==> src/hw/drive_seq_regs.vh <==
// Functional notes
// - brake input forces dc braking enabled
// - brake delay 0.0 to 5.0 seconds
// - brake force max 100 or 35 percent
// - terminal run: brake release resumes previous frequency
// - keypad run: brake release keeps output off
// - keypad run: coast for delay, then brake
// - motor select inputs pick sets two/three
// - motor set changes only while stopped
// - both selects asserted: second set wins
// - stage-2 input selects second ramp times
// - stage-2 input only when method is 00
// - coast input: output off, resume if running
// - restart origin: zero or present speed
// - restart wait before resume, zero skips
// - per-input polarity allows active low, except the reset terminal
// - fault rising edge: trip, code 12, alarm
// - outside fault trip latched until reset
// - guard: after fault trip need new run
// - guard: run at power-on trips code 13
// - reset of code 13 with run restarts
// - undervolt trip reset still checks guard
// - alarm drops within 30 ms of reset
`ifndef DRIVE_SEQ_REGS_VH
`define DRIVE_SEQ_REGS_VH
// register byte offsets
`define REG_CTRL 8'h00
`define REG_BRAKE 8'h04
`define REG_RATE1 8'h08
`define REG_RATE2 8'h0C
`define REG_RESTART 8'h10
`define REG_STATUS 8'h14
// control fields
`define CTRL_BRAKE_EN 0
`define CTRL_METHOD_LO 1
`define CTRL_ORIGIN 3
`define CTRL_POL_LO 8
// reset values
`define CTRL_RST 32'h0000_0000
`define BRAKE_RST 32'h0000_0000
`define RATE_RST 32'h0064_0064
`define RESTART_RST 8'h00
// limits, in tenths of a second and percent
`define BRAKE_DELAY_MAX 6'h32
`define FORCE_MAX_SMALL 7'h64
`define FORCE_MAX_LARGE 7'h23
// trip codes
`define CODE_NONE 8'h00
`define CODE_UNDERVOLT 8'h09
`define CODE_OUTSIDE 8'h0C
`define CODE_POWERUP 8'h0D
// timing
`define CLK_HZ 10000000
`define TENTH_MS 100
`define FILTER_US 1000
`define TENTH_CYCLES (`CLK_HZ / 1000 * `TENTH_MS)
`define FILTER_CYCLES (`CLK_HZ / 1000000 * `FILTER_US)
`endif

==> src/hw/drive_input_function_sequencer.v <==
`timescale 1ns/1ps
`default_nettype none
`include "drive_seq_regs.vh"

// two-flop synchroniser plus stability filter for one terminal
module input_filter #(
  parameter integer STABLE = 16
) (
  // clock and reset
  input wire clk_i,
  input wire rst_i,
  // raw and cleaned level
  input wire raw_i,
  output reg clean_o
);
  reg sync_a; // first stage, read only by sync_b
  reg sync_b; // second stage
  reg [19:0] cnt; // samples differing from clean_o

  // sync then require STABLE equal samples before switching
  always @(posedge clk_i) begin
    if (rst_i) begin
      sync_a <= 1'b0;
      sync_b <= 1'b0;
      cnt <= 20'h00000;
      clean_o <= 1'b0;
    end else begin
      sync_a <= raw_i;
      sync_b <= sync_a;
      if (sync_b == clean_o) begin
        cnt <= 20'h00000;
      end else if (cnt == STABLE[19:0] - 20'h00001) begin
        clean_o <= sync_b;
        cnt <= 20'h00000;
      end else begin
        cnt <= cnt + 20'h00001;
      end
    end
  end
endmodule // input_filter

module drive_input_function_sequencer #(
  parameter integer TENTH_CYCLES = `TENTH_CYCLES, // cycles per 0.1 s
  parameter integer FILTER_CYCLES = `FILTER_CYCLES, // terminal filter length
  parameter integer LARGE_MODEL = 0 // 1 limits brake force to 35 percent
) (
  // clock and reset
  input wire clk_i,
  input wire rst_i,
  // wishbone slave
  input wire wb_cyc_i,
  input wire wb_stb_i,
  input wire wb_we_i,
  input wire [7:0] wb_adr_i,
  input wire [3:0] wb_sel_i,
  input wire [31:0] wb_dat_i,
  output reg [31:0] wb_dat_o,
  output reg wb_ack_o,
  // control terminals, raw
  input wire ext_dc_brake_in_i,
  input wire alt_motor2_select_i,
  input wire alt_motor3_select_i,
  input wire accel_stage2_select_i,
  input wire coast_stop_in_i,
  input wire outside_fault_in_i,
  input wire powerup_run_guard_i,
  input wire forward_run_in_i,
  input wire reverse_run_in_i,
  input wire reset_terminal_i,
  // keypad and supply events
  input wire keypad_run_i,
  input wire keypad_reset_i,
  input wire undervolt_i,
  // drive outputs
  output reg output_on_o,
  output reg dc_brake_o,
  output reg brake_enable_o,
  output reg [6:0] brake_force_o,
  output reg [1:0] motor_set_o,
  output reg [15:0] accel_time_o,
  output reg [15:0] decel_time_o,
  output reg restart_from_speed_o,
  output reg resume_prev_o,
  output reg alarm_o,
  output reg [7:0] trip_code_o
);
  // one-hot states
  localparam [5:0] ST_STOP = 6'h01;
  localparam [5:0] ST_RUN = 6'h02;
  localparam [5:0] ST_DELAY = 6'h04;
  localparam [5:0] ST_BRAKE = 6'h08;
  localparam [5:0] ST_COAST = 6'h10;
  localparam [5:0] ST_TRIP = 6'h20;
  localparam [6:0] FORCE_MAX = (LARGE_MODEL != 0) ? `FORCE_MAX_LARGE : `FORCE_MAX_SMALL;

  // software registers
  reg [31:0] ctrl; // enable, method, origin, polarity
  reg [31:0] brake; // delay [5:0], force [14:8]
  reg [31:0] rate1; // accel1 low, decel1 high
  reg [31:0] rate2; // accel2 low, decel2 high
  reg [7:0] restart_wait; // tenths of a second

  // terminal conditioning
  wire [9:0] raw = {reset_terminal_i, reverse_run_in_i, forward_run_in_i, powerup_run_guard_i,
                    outside_fault_in_i, coast_stop_in_i, accel_stage2_select_i,
                    alt_motor3_select_i, alt_motor2_select_i, ext_dc_brake_in_i};
  // reset terminal is normally open only, so bit 9 never inverts
  wire [9:0] pol = {1'b0, ctrl[`CTRL_POL_LO+8:`CTRL_POL_LO]};
  wire [9:0] clean; // filtered, active-high levels

  genvar gi;
  generate
    for (gi = 0; gi < 10; gi = gi + 1) begin : g_filt
      input_filter #(.STABLE(FILTER_CYCLES)) u_filt (
        .clk_i(clk_i),
        .rst_i(rst_i),
        .raw_i(raw[gi] ^ pol[gi]),
        .clean_o(clean[gi])
      );
    end
  endgenerate

  wire brake_in = clean[0];
  wire motor2_in = clean[1];
  wire motor3_in = clean[2];
  wire stage2 = clean[3];
  wire coast_in = clean[4];
  wire fault = clean[5];
  wire guard = clean[6];
  wire term_run = clean[7] | clean[8];
  wire reset_in = clean[9];
  wire run_cmd = term_run | keypad_run_i;

  // sequencer state
  reg [5:0] state;
  reg fault_d; // previous fault level
  reg reset_in_d; // previous reset level
  reg kp_rst_d; // previous keypad reset
  reg run_d; // previous run request
  reg need_edge; // blocks restart until a new run edge
  reg pu_check; // powerup guard check pending
  reg [19:0] settle; // wait for filters after power-on
  reg [19:0] presc; // 0.1 s prescaler
  reg [7:0] tenths; // elapsed tenths in a wait

  wire fault_rise = fault & ~fault_d;
  wire rst_cmd = (reset_in & ~reset_in_d) | (keypad_reset_i & ~kp_rst_d);
  wire run_rise = run_cmd & ~run_d;
  wire settled = (settle == 20'h00000);
  wire tick = (presc == TENTH_CYCLES[19:0] - 20'h00001);
  wire [7:0] delay_lim = {2'b00, brake[5:0]};
  wire delay_done = (delay_lim == 8'h00) || (tick && tenths == delay_lim - 8'h01);
  wire wait_done = (restart_wait == 8'h00) || (tick && tenths == restart_wait - 8'h01);
  wire use2 = stage2 && (ctrl[`CTRL_METHOD_LO+1:`CTRL_METHOD_LO] == 2'b00);
  wire [7:0] status = {2'b00, state};

  // wishbone access: ack one cycle after the strobe, unmapped reads zero
  always @(posedge clk_i) begin
    if (rst_i) begin
      wb_ack_o <= 1'b0;
      wb_dat_o <= 32'h0000_0000;
      ctrl <= `CTRL_RST;
      brake <= `BRAKE_RST;
      rate1 <= `RATE_RST;
      rate2 <= `RATE_RST;
      restart_wait <= `RESTART_RST;
    end else begin
      wb_ack_o <= wb_cyc_i & wb_stb_i & ~wb_ack_o;
      wb_dat_o <= 32'h0000_0000;
      if (wb_cyc_i && wb_stb_i && !wb_ack_o) begin
        if (wb_adr_i == `REG_CTRL) begin
          wb_dat_o <= ctrl;
          if (wb_we_i && wb_sel_i[0]) begin
            ctrl[7:0] <= wb_dat_i[7:0] & 8'h0F;
          end
          if (wb_we_i && wb_sel_i[1]) begin
            ctrl[15:8] <= wb_dat_i[15:8];
          end
          if (wb_we_i && wb_sel_i[2]) begin
            ctrl[16] <= wb_dat_i[16];
          end
        end else if (wb_adr_i == `REG_BRAKE) begin
          wb_dat_o <= brake;
          // out-of-range values clamp to the limit
          if (wb_we_i && wb_sel_i[0]) begin
            brake[5:0] <= (wb_dat_i[5:0] > `BRAKE_DELAY_MAX) ? `BRAKE_DELAY_MAX : wb_dat_i[5:0];
          end
          if (wb_we_i && wb_sel_i[1]) begin
            brake[14:8] <= (wb_dat_i[14:8] > FORCE_MAX) ? FORCE_MAX : wb_dat_i[14:8];
          end
        end else if (wb_adr_i == `REG_RATE1) begin
          wb_dat_o <= rate1;
          if (wb_we_i && wb_sel_i[0]) rate1[7:0] <= wb_dat_i[7:0];
          if (wb_we_i && wb_sel_i[1]) rate1[15:8] <= wb_dat_i[15:8];
          if (wb_we_i && wb_sel_i[2]) rate1[23:16] <= wb_dat_i[23:16];
          if (wb_we_i && wb_sel_i[3]) rate1[31:24] <= wb_dat_i[31:24];
        end else if (wb_adr_i == `REG_RATE2) begin
          wb_dat_o <= rate2;
          if (wb_we_i && wb_sel_i[0]) rate2[7:0] <= wb_dat_i[7:0];
          if (wb_we_i && wb_sel_i[1]) rate2[15:8] <= wb_dat_i[15:8];
          if (wb_we_i && wb_sel_i[2]) rate2[23:16] <= wb_dat_i[23:16];
          if (wb_we_i && wb_sel_i[3]) rate2[31:24] <= wb_dat_i[31:24];
        end else if (wb_adr_i == `REG_RESTART) begin
          wb_dat_o <= {24'h000000, restart_wait};
          if (wb_we_i && wb_sel_i[0]) restart_wait <= wb_dat_i[7:0];
        end else if (wb_adr_i == `REG_STATUS) begin
          // read only: state, trip code, motor set, alarm
          wb_dat_o <= {13'h0000, alarm_o, motor_set_o, trip_code_o, status};
        end
      end
    end
  end

  // output selection that follows terminals and registers
  always @(posedge clk_i) begin
    if (rst_i) begin
      brake_enable_o <= 1'b0;
      brake_force_o <= 7'h00;
      accel_time_o <= 16'h0000;
      decel_time_o <= 16'h0000;
      motor_set_o <= 2'b00;
    end else begin
      brake_enable_o <= ctrl[`CTRL_BRAKE_EN] | brake_in;
      brake_force_o <= brake[14:8];
      // switches mid-ramp, since the ramp generator reads this every cycle
      accel_time_o <= use2 ? rate2[15:0] : rate1[15:0];
      decel_time_o <= use2 ? rate2[31:16] : rate1[31:16];
      if (state == ST_STOP) begin
        if (motor2_in) begin
          motor_set_o <= 2'b01;
        end else if (motor3_in) begin
          motor_set_o <= 2'b10;
        end else begin
          motor_set_o <= 2'b00;
        end
      end
    end
  end

  // run, stop and trip sequencer
  always @(posedge clk_i) begin
    if (rst_i) begin
      state <= ST_STOP;
      fault_d <= 1'b0;
      reset_in_d <= 1'b0;
      kp_rst_d <= 1'b0;
      run_d <= 1'b0;
      need_edge <= 1'b0;
      pu_check <= 1'b1;
      settle <= 20'hFFFFF;
      presc <= 20'h00000;
      tenths <= 8'h00;
      output_on_o <= 1'b0;
      dc_brake_o <= 1'b0;
      restart_from_speed_o <= 1'b0;
      resume_prev_o <= 1'b0;
      alarm_o <= 1'b0;
      trip_code_o <= `CODE_NONE;
    end else begin
      fault_d <= fault;
      reset_in_d <= reset_in;
      kp_rst_d <= keypad_reset_i;
      run_d <= run_cmd;
      resume_prev_o <= 1'b0;
      // settle covers the filter and synchroniser delay after power-on
      if (settle > 20'h00000 && settle > FILTER_CYCLES[19:0] + 20'h00004) begin
        settle <= FILTER_CYCLES[19:0] + 20'h00004;
      end else if (!settled) begin
        settle <= settle - 20'h00001;
      end
      if (run_rise) begin
        need_edge <= 1'b0;
      end
      // wait timer runs only in the timed states
      if (state == ST_DELAY || state == ST_COAST) begin
        presc <= tick ? 20'h00000 : presc + 20'h00001;
        if (tick) tenths <= tenths + 8'h01;
      end else begin
        presc <= 20'h00000;
        tenths <= 8'h00;
      end
      if (fault_rise && state != ST_TRIP) begin
        // edge, not level, so a held fault does not retrip after reset
        state <= ST_TRIP;
        trip_code_o <= `CODE_OUTSIDE;
        alarm_o <= 1'b1;
        output_on_o <= 1'b0;
        dc_brake_o <= 1'b0;
      end else if (undervolt_i && state != ST_TRIP) begin
        state <= ST_TRIP;
        trip_code_o <= `CODE_UNDERVOLT;
        alarm_o <= 1'b1;
        output_on_o <= 1'b0;
        dc_brake_o <= 1'b0;
      end else begin
        case (state)
          ST_STOP: begin
            output_on_o <= 1'b0;
            dc_brake_o <= 1'b0;
            if (settled && pu_check) begin
              pu_check <= 1'b0;
              if (guard && run_cmd) begin
                state <= ST_TRIP;
                trip_code_o <= `CODE_POWERUP;
                alarm_o <= 1'b1;
              end
            end else if (settled && run_cmd && !need_edge && !coast_in && !run_rise) begin
              state <= ST_RUN;
              output_on_o <= 1'b1;
              restart_from_speed_o <= 1'b0;
            end
          end
          ST_RUN: begin
            if (!run_cmd) begin
              state <= ST_STOP;
              output_on_o <= 1'b0;
            end else if (coast_in) begin
              state <= ST_COAST;
              output_on_o <= 1'b0;
            end else if (brake_in && term_run) begin
              state <= ST_BRAKE;
              output_on_o <= 1'b0;
              dc_brake_o <= 1'b1;
            end else if (brake_in) begin
              state <= ST_DELAY;
              output_on_o <= 1'b0;
            end
          end
          ST_DELAY: begin
            // keypad run: motor coasts while the brake delay elapses
            if (!brake_in) begin
              state <= ST_STOP;
              need_edge <= ~run_rise;
            end else if (delay_done) begin
              state <= ST_BRAKE;
              dc_brake_o <= 1'b1;
            end
          end
          ST_BRAKE: begin
            if (!brake_in && term_run) begin
              state <= ST_RUN;
              dc_brake_o <= 1'b0;
              output_on_o <= 1'b1;
              resume_prev_o <= 1'b1;
            end else if (!brake_in) begin
              state <= ST_STOP;
              dc_brake_o <= 1'b0;
              need_edge <= ~run_rise;
            end
          end
          ST_COAST: begin
            // timer counts from release only; held input keeps it at zero
            if (coast_in) begin
              presc <= 20'h00000;
              tenths <= 8'h00;
            end else if (!run_cmd) begin
              state <= ST_STOP;
            end else if (wait_done) begin
              state <= ST_RUN;
              output_on_o <= 1'b1;
              restart_from_speed_o <= ctrl[`CTRL_ORIGIN];
            end
          end
          ST_TRIP: begin
            output_on_o <= 1'b0;
            dc_brake_o <= 1'b0;
            if (rst_cmd) begin
              // alarm drops on the filtered reset onset, far inside 30 ms
              alarm_o <= 1'b0;
              trip_code_o <= `CODE_NONE;
              if (trip_code_o == `CODE_POWERUP && run_cmd) begin
                state <= ST_RUN;
                output_on_o <= 1'b1;
              end else begin
                state <= ST_STOP;
                need_edge <= guard && (trip_code_o == `CODE_OUTSIDE) && !run_rise;
                pu_check <= (trip_code_o == `CODE_UNDERVOLT);
              end
            end else if (trip_code_o == `CODE_POWERUP && !run_cmd) begin
              state <= ST_STOP;
              alarm_o <= 1'b0;
              trip_code_o <= `CODE_NONE;
            end
          end
          default: begin
            state <= ST_STOP;
          end
        endcase
      end
    end
  end
endmodule // drive_input_function_sequencer
`default_nettype wire

==> config.mk <==
export PLATFORM = sky130hd
export DESIGN_NAME = drive_input_function_sequencer
export DESIGN_NICKNAME = d
export VERILOG_FILES = /design/src/hw/drive_input_function_sequencer.v
export VERILOG_INCLUDE_DIRS = /design/src /design/src/hw
export SDC_FILE = /design/constraint.sdc
export NUM_CORES = 1
export LEC_CHECK = 0
export BUFFER_PORTS_ARGS = -buffer_cell sky130_fd_sc_hd__clkbuf_2
export CAP_MARGIN = 20
export CORE_UTILIZATION = 55
export CTS_CLUSTER_DIAMETER = 40
export CTS_CLUSTER_SIZE = 25
export DETAILED_ROUTE_END_ITERATION = 8
export GPL_TIMING_DRIVEN = 0
export PLACE_DENSITY_LB_ADDON = 0.2
export SYNTH_ARGS = -nofsm -noshare
export SYNTH_HDL_FRONTEND = slang
export SYNTH_HIERARCHICAL = 1
export SYNTH_SLANG_ARGS = --single-unit
==> constraint.sdc <==
create_clock -name clk_i -period 3.15 [get_ports clk_i]
set_input_delay 0.7875 -clock clk_i [delete_from_list [all_inputs] [get_ports clk_i]]
set_output_delay 0.7875 -clock clk_i [all_outputs]
set_load 0.02 [all_outputs]
# Word-level counts from Yosys, hierarchy flattened
# Cells that the tools add are included.
op_classes:
  add_sub_neg: 15
  order_cmp: 4
  eq_ne: 74
  n_mux: 100
  bitwise: 43
  n_reduce_logical: 95
op_table:
  columns: ["op", "count"]
  rows:
  - ["$add 20x1->20 const B", 11]
  - ["$eq 20x14->1 const B", 10]
  - ["$mux 20", 8]
  - ["$mux 6", 19]
  - ["$mux 8", 10]
  - ["$mux 32", 2]
  - ["$mux 1", 41]
  - ["$eq 8x4->1 const B", 5]
  - ["$mux 19", 2]
  - ["$pmux 6 s6", 1]
  - ["$reduce_and 6->1", 6]
  - ["$reduce_or 3->1", 12]
  - ["$mux 17", 2]
  - ["$mux 16", 2]
  - ["$logic_and 1x1->1", 24]
  - ["$logic_not 8->1", 3]
  - ["$not 1->1", 24]
  - ["$reduce_and 8->1", 3]
  - ["$ne 2x2->1 const B", 11]
  - ["$eq 20x20->1 const B", 1]
  - ["$gt 20x1->1 const B", 1]
  - ["$gt 20x14->1 const B", 1]
  - ["$logic_not 20->1", 1]
  - ["$reduce_and 2->1", 10]
  - ["other kinds (52)", 121]
totals:
  regBits: 476
  output_inout_bits: 88
  wordCells: 414

# Depth between registers and ports, before layout
logic_depth:
  ltp_word: 11
  ltp_mapped: 9
  mapped_depth_nobuf: 8

# By module
# Netlist, hierarchy kept.
modules_own_cells:
  columns: ["module", "instances", "cells_per_inst", "area_each_um2"]
  rows:
  - ["drive_input_function_sequencer", 1, 1234, 10674.0]
  - ["input_filter (g_filt[0].u_filt ...)", 7, 112, 1004.7]
  - ["input_filter (g_filt[8].u_filt)", 1, 120, 1073.5]
  - ["input_filter (g_filt[9].u_filt)", 1, 111, 1031.0]
  - ["input_filter (g_filt[7].u_filt)", 1, 114, 1017.2]

# Least setup slack after synthesis
# OpenSTA, ideal clock, no wires.
synth_timing:
  kind: "input to register"
  from: "in wb_adr_i[7]"
  to: "reg ctrl[10]"
  arrival_time_ps: 2591
  required_time_ps: 3018
  slack_ps: 427
  cell_stages: 7
  n_path_buf: 2
  cell_sequence: "or4_4 -> or3_1 -> buf_2 -> or3_4 -> buf_2 -> o21ai_0 -> a21oi_1"
synth_between:
  elab_chain_len: 2
synth_rtl:
  columns: ["element", "line_no", "text"]
  rows:
  - ["from (decl)", "drive_input_function_sequencer.v:54", "input wire [7:0] wb_adr_i,"]
  - ["$logic_not 8->1 (no line)", null, null]
  - ["$reduce_and 3->1 (no line)", null, null]
  - ["to (signal assigned)", "drive_input_function_sequencer.v:162", "ctrl <= `CTRL_RST;"]
  - ["to (signal assigned)", "drive_input_function_sequencer.v:177", "ctrl[15:8] <= wb_dat_i[15:8];"]
  - ["to (decl)", "drive_input_function_sequencer.v:97", "reg [31:0] ctrl;"]
# Every way passes these cells.
# A chain may end at the register's enable or synchronous reset.

# Worst setup path after layout
layout_timing:
  from: "reg restart_wait[0]"
  to: "reg state[5]"
layout_between:
  elab_chain_len: 6
layout_rtl:
  columns: ["element", "line_no", "text"]
  rows:
  - ["from (decl)", "drive_input_function_sequencer.v:101", "reg [7:0] restart_wait;"]
  - ["from (signal assigned)", "drive_input_function_sequencer.v:166", "restart_wait <= `RESTART_RST;"]
  - ["from (signal assigned)", "drive_input_function_sequencer.v:205", "if (wb_we_i && wb_sel_i[0]) restart_wait <= wb_dat_i[7:0];"]
  - ["$sub 8x1->8", "drive_input_function_sequencer.v:153", "wire wait_done = (restart_wait == 8'h00) || (tick && tenths == restart_wait - 8'h01);"]
  - ["$eq 8x8->1", "drive_input_function_sequencer.v:153", null]
  - ["$logic_and 1x1->1", "drive_input_function_sequencer.v:153", null]
  - ["$logic_or 1x1->1 (*)", "drive_input_function_sequencer.v:153", null]
  - ["$ne 5x3->1 (no line) (*)", null, null]
  - ["$reduce_and 8->1 (no line) (*)", null, null]
  - ["to (signal assigned)", "drive_input_function_sequencer.v:243", "state <= ST_STOP;"]
  - ["to (signal assigned)", "drive_input_function_sequencer.v:284", "state <= ST_TRIP;"]
  - ["to (signal assigned)", "drive_input_function_sequencer.v:290", "state <= ST_TRIP;"]
  - ["to (decl)", "drive_input_function_sequencer.v:135", "reg [5:0] state;"]
# Mark *: on every way between the ends. The rest lies on a longest branch, timed or not.

==> metrics.md <==
| Metric | Value |
|---|---|
| Final Hold Viols | `0` |
| Outcome | `finished clean` |
| Element type at the critical path start | `flip-flop` |
| Slew @ Worst Pin | `1.14 ns` |
| Pwr/cell area | `559 nW/um2` |
| FMAX | `335 MHz` |
| Post-synth EDFFs | `0` |
| Setup ws final | `0.163 ns` |
| Pin count of the biggest net entering global routing | `43` |
| Synth async-reset ratio | `0` |
| Ports | `150` |
| Layout Skew | `0.0177 ns` |
| Initial antenna violation count | `2` |
| Syn Area/Cell | `8.81 um2` |
| Pre-CTS WS | `-0.394 ns` |
| Die width | `197 um` |
| DP Cell Count | `3016` |
| Vias in the first global route | `17300` |
| Synth Flop Type | `dfxtp_1` |
| Path type of the worst min-delay path | `in2reg` |
| Worst-path clk slew | `0.07 ns` |
| Clk Latency, worst-skew pair | `0.62 ns` |
| Core Area | `~37000 um2` |
| ANT nets after route | `0` |
| Starting DRT DRC Count | `1384` |
| DRC | `0` |
| H-Tree Depth | `2` |
| Minimum clock period | `2.99 ns` |
| Clock Path Buffers | `3` |
| Period utilization | `0.948` |
| Post-Syn Area | `about 21000 um2` |
| Post-CTS Hold Buffers | `0` |
| Total gr overflow | `0` |
| WP data required | `3.65 ns` |
| # setup viols final | `0` |
| TritonRoute pass-1 iters | `5` |
| PortBufs | `144` |
| Final wirelength | `54200 um` |
| CTS tree | `yes` |
| Area Overhead vs Synth | `16.7%` |
| RSZ-0062 raised after global routing | `false` |
| Leakage | `0.00819 uW` |
| Worst Path Class, Setup | `reg2reg` |
| Gr usage total | `0.279` |
| Die area | `around 39000 um2` |
| Layout cells sized above 1 | `0.139` |
| VDD IR-drop max | `~440 uV` |
| Nets | `2653` |
| CTS Root Cell | `clkbuf_16` |
| Worst path max stage delay | `0.76 ns` |
| Seq cells post-synth | `470` |
| Starting Density | `0.564` |
| Vias | `18000` |
| Crit path arrival time | `3.49 ns` |
| TritonCTS Buffers | `roughly 60` |
| First-pass GRT wire length | `87600 um` |
| Seq/Total Area, Yosys | `0.452` |
| DP HPWL | `38600 um` |
| Mean routed wirelength per cell | `17.3 um` |
| Max-Cap Viols | `0` |
| Total Power | `13600 uW` |
| Post-Layout Cell Count | `about 3100` |
| Max Slew Vio Count | `0` |
| Final core utilization | `0.658` |
| CP endpoint kind | `flip-flop` |
| Via/cell ratio | `around 5.8` |
| Critical-path top delay cell | `a2111oi_2` |
| Max-slew headroom | `0.236` |
| Distinct cells, synth | `90` |
| CP Cell Sequence | `inv_1 -> ha_1 -> o21ba_2 -> a221oi_1 -> a41oi_1 -> a2111oi_2 -> o311ai_1 -> mux2_2` |
| Clk sink count | `470` |
| Routability cong. | `approximately 0.9` |
| Crit Path Max Fanout | `6` |
| Rows | `70` |
| Hold Slack | `0.394 ns` |
| Die height | `~200 um` |
| Mapped Cells | `roughly 2400` |
| Ys Warns | `6` |
-- through the flow --
step / cell area (um2) / setup TNS, ns
after floorplan: 20800 / 0
after global placement: 22200 / -32.56
after detailed placement: 22200 / -11.62
after CTS: 24300 / 0
after global routing: 24300 / 0
final: 24300 / 0
-- state kept, by name, indices dropped and copies added, names as in the netlist, 10 cells and up --
signal and flops:
accel_time_o 16, brake 13, ctrl 13, decel_time_o 16, g_filt.u_filt/clean_o 10, g_filt.u_filt/cnt 200, g_filt.u_filt/sync_a 10, g_filt.u_filt/sync_b 10
presc 20, rate1 32, rate2 32, settle 20, wb_dat_o 32
-- per-layer routing --
metal | vias to the layer above | wire length (um) | part of all wire | global-route usage
met4 | 2 | 2110 | 0.039 | 0.134
met2 | 573 | 24700 | 0.45 | 0.448
met5 | - | 11 | 0.00020 | 0
met1 | 8550 | 23900 | 0.44 | 0.363
met3 | 139 | 3520 | 0.065 | 0.0498
li1 | 8712 | - | - | -
-- cell usage after synthesis (all sizes together), types with 60 or more instances --
cell type	number	area share
dfxtp	470	0.45
nor2	369	0.068
nand2	184	0.033
xnor2	160	0.067
a21oi	123	0.030
nand3	98	0.025
o21ai	83	0.025
inv	72	0.013
nor3	72	0.018
mux2i	71	0.034
nor4	69	0.022
nand4	66	0.021
xor2	60	0.025
-- logic make-up after synthesis --
family / Yosys count / share of synthesized area
xor+xnor: 220 / 0.0925
flops: 470 / 0.452
simple gates: 1073 / 0.262
buf+inv: 159 / 0.0345
fa+ha+maj: 18 / 0.0108
other cells: 1 / 0.000180
compound gates: 344 / 0.110
mux: 78 / 0.0384
-- cells in the final DEF, fill, tap and decap left out, types with 10 or more instances in the layout --
master and count:
mux2i_1 71, nor4_1 65, nand2b_1 11, a22oi_1 22
or4_1 26, xnor2_1 160, nand2_1 184, o31ai_1 12
buf_2 15, a21oi_1 123, nor2_1 362, nand3b_1 12
clkbuf_2 145, ha_1 18, clkbuf_16 59, dfxtp_1 470
nand4_1 62, or3_1 40, o21ba_2 10, o21bai_1 10
clkinv_8 10, o21ai_0 73, nor3_1 70, and2_1 13
a211o_1 13, nor2b_1 49, nand3_1 91, clkbuf_1 51
buf_6 10, and3_1 22, xor2_1 60, inv_1 72
-- final cells by class --
class	count	area (um2)
Inverter	72	270
Antenna cell	2	5.00
Multi-Input combinational cell	1738	10700
Sequential cell	470	9410
Clock inverter	44	553
Timing Repair Buffer	145	741
Fill cell	3086	12700
Tap cell	504	631
Clock buffer	64	1530
Buffer	87	448
-- final timing paths --
path,slack [ns],startpoint,endpoint,depth (start not counted)
max,0.16,restart_wait[0]$_SDFFE_PP0P_,state[5]$_SDFFE_PP0P_,8
min,0.39,reset_terminal_i,g_filt[9].u_filt/sync_a$_SDFF_PP0_,2
max reg2reg,0.16,restart_wait[0]$_SDFFE_PP0P_,state[5]$_SDFFE_PP0P_,8
min reg2reg,0.44,g_filt[5].u_filt/sync_a$_SDFF_PP0_,g_filt[5].u_filt/sync_b$_SDFF_PP0_,1
-- worst max-delay path, delay by kind of cell, from the launching register on --
family,cells,cell delay [ns]
flops,1,0.43
compound gates,5,1.68
fa+ha+maj,1,0.30
mux,1,0.35
buf+inv,1,0.12
-- report_power, final --
part           switching [uW]  internal (uW)  total, uW  leakage (uW)
logic                     399            207        606       0.00338
registers                38.5           5990       6030       0.00380
clock network            2960           3990       6960       0.00101
-- repair_timing --
action	CTS	global route
endpoints found under the setup margin	2	4
gates resized for setup	1	1
cloned	0	0
buffers inserted	0	0
No activity file was read; power rests on OpenSTA's default activity.
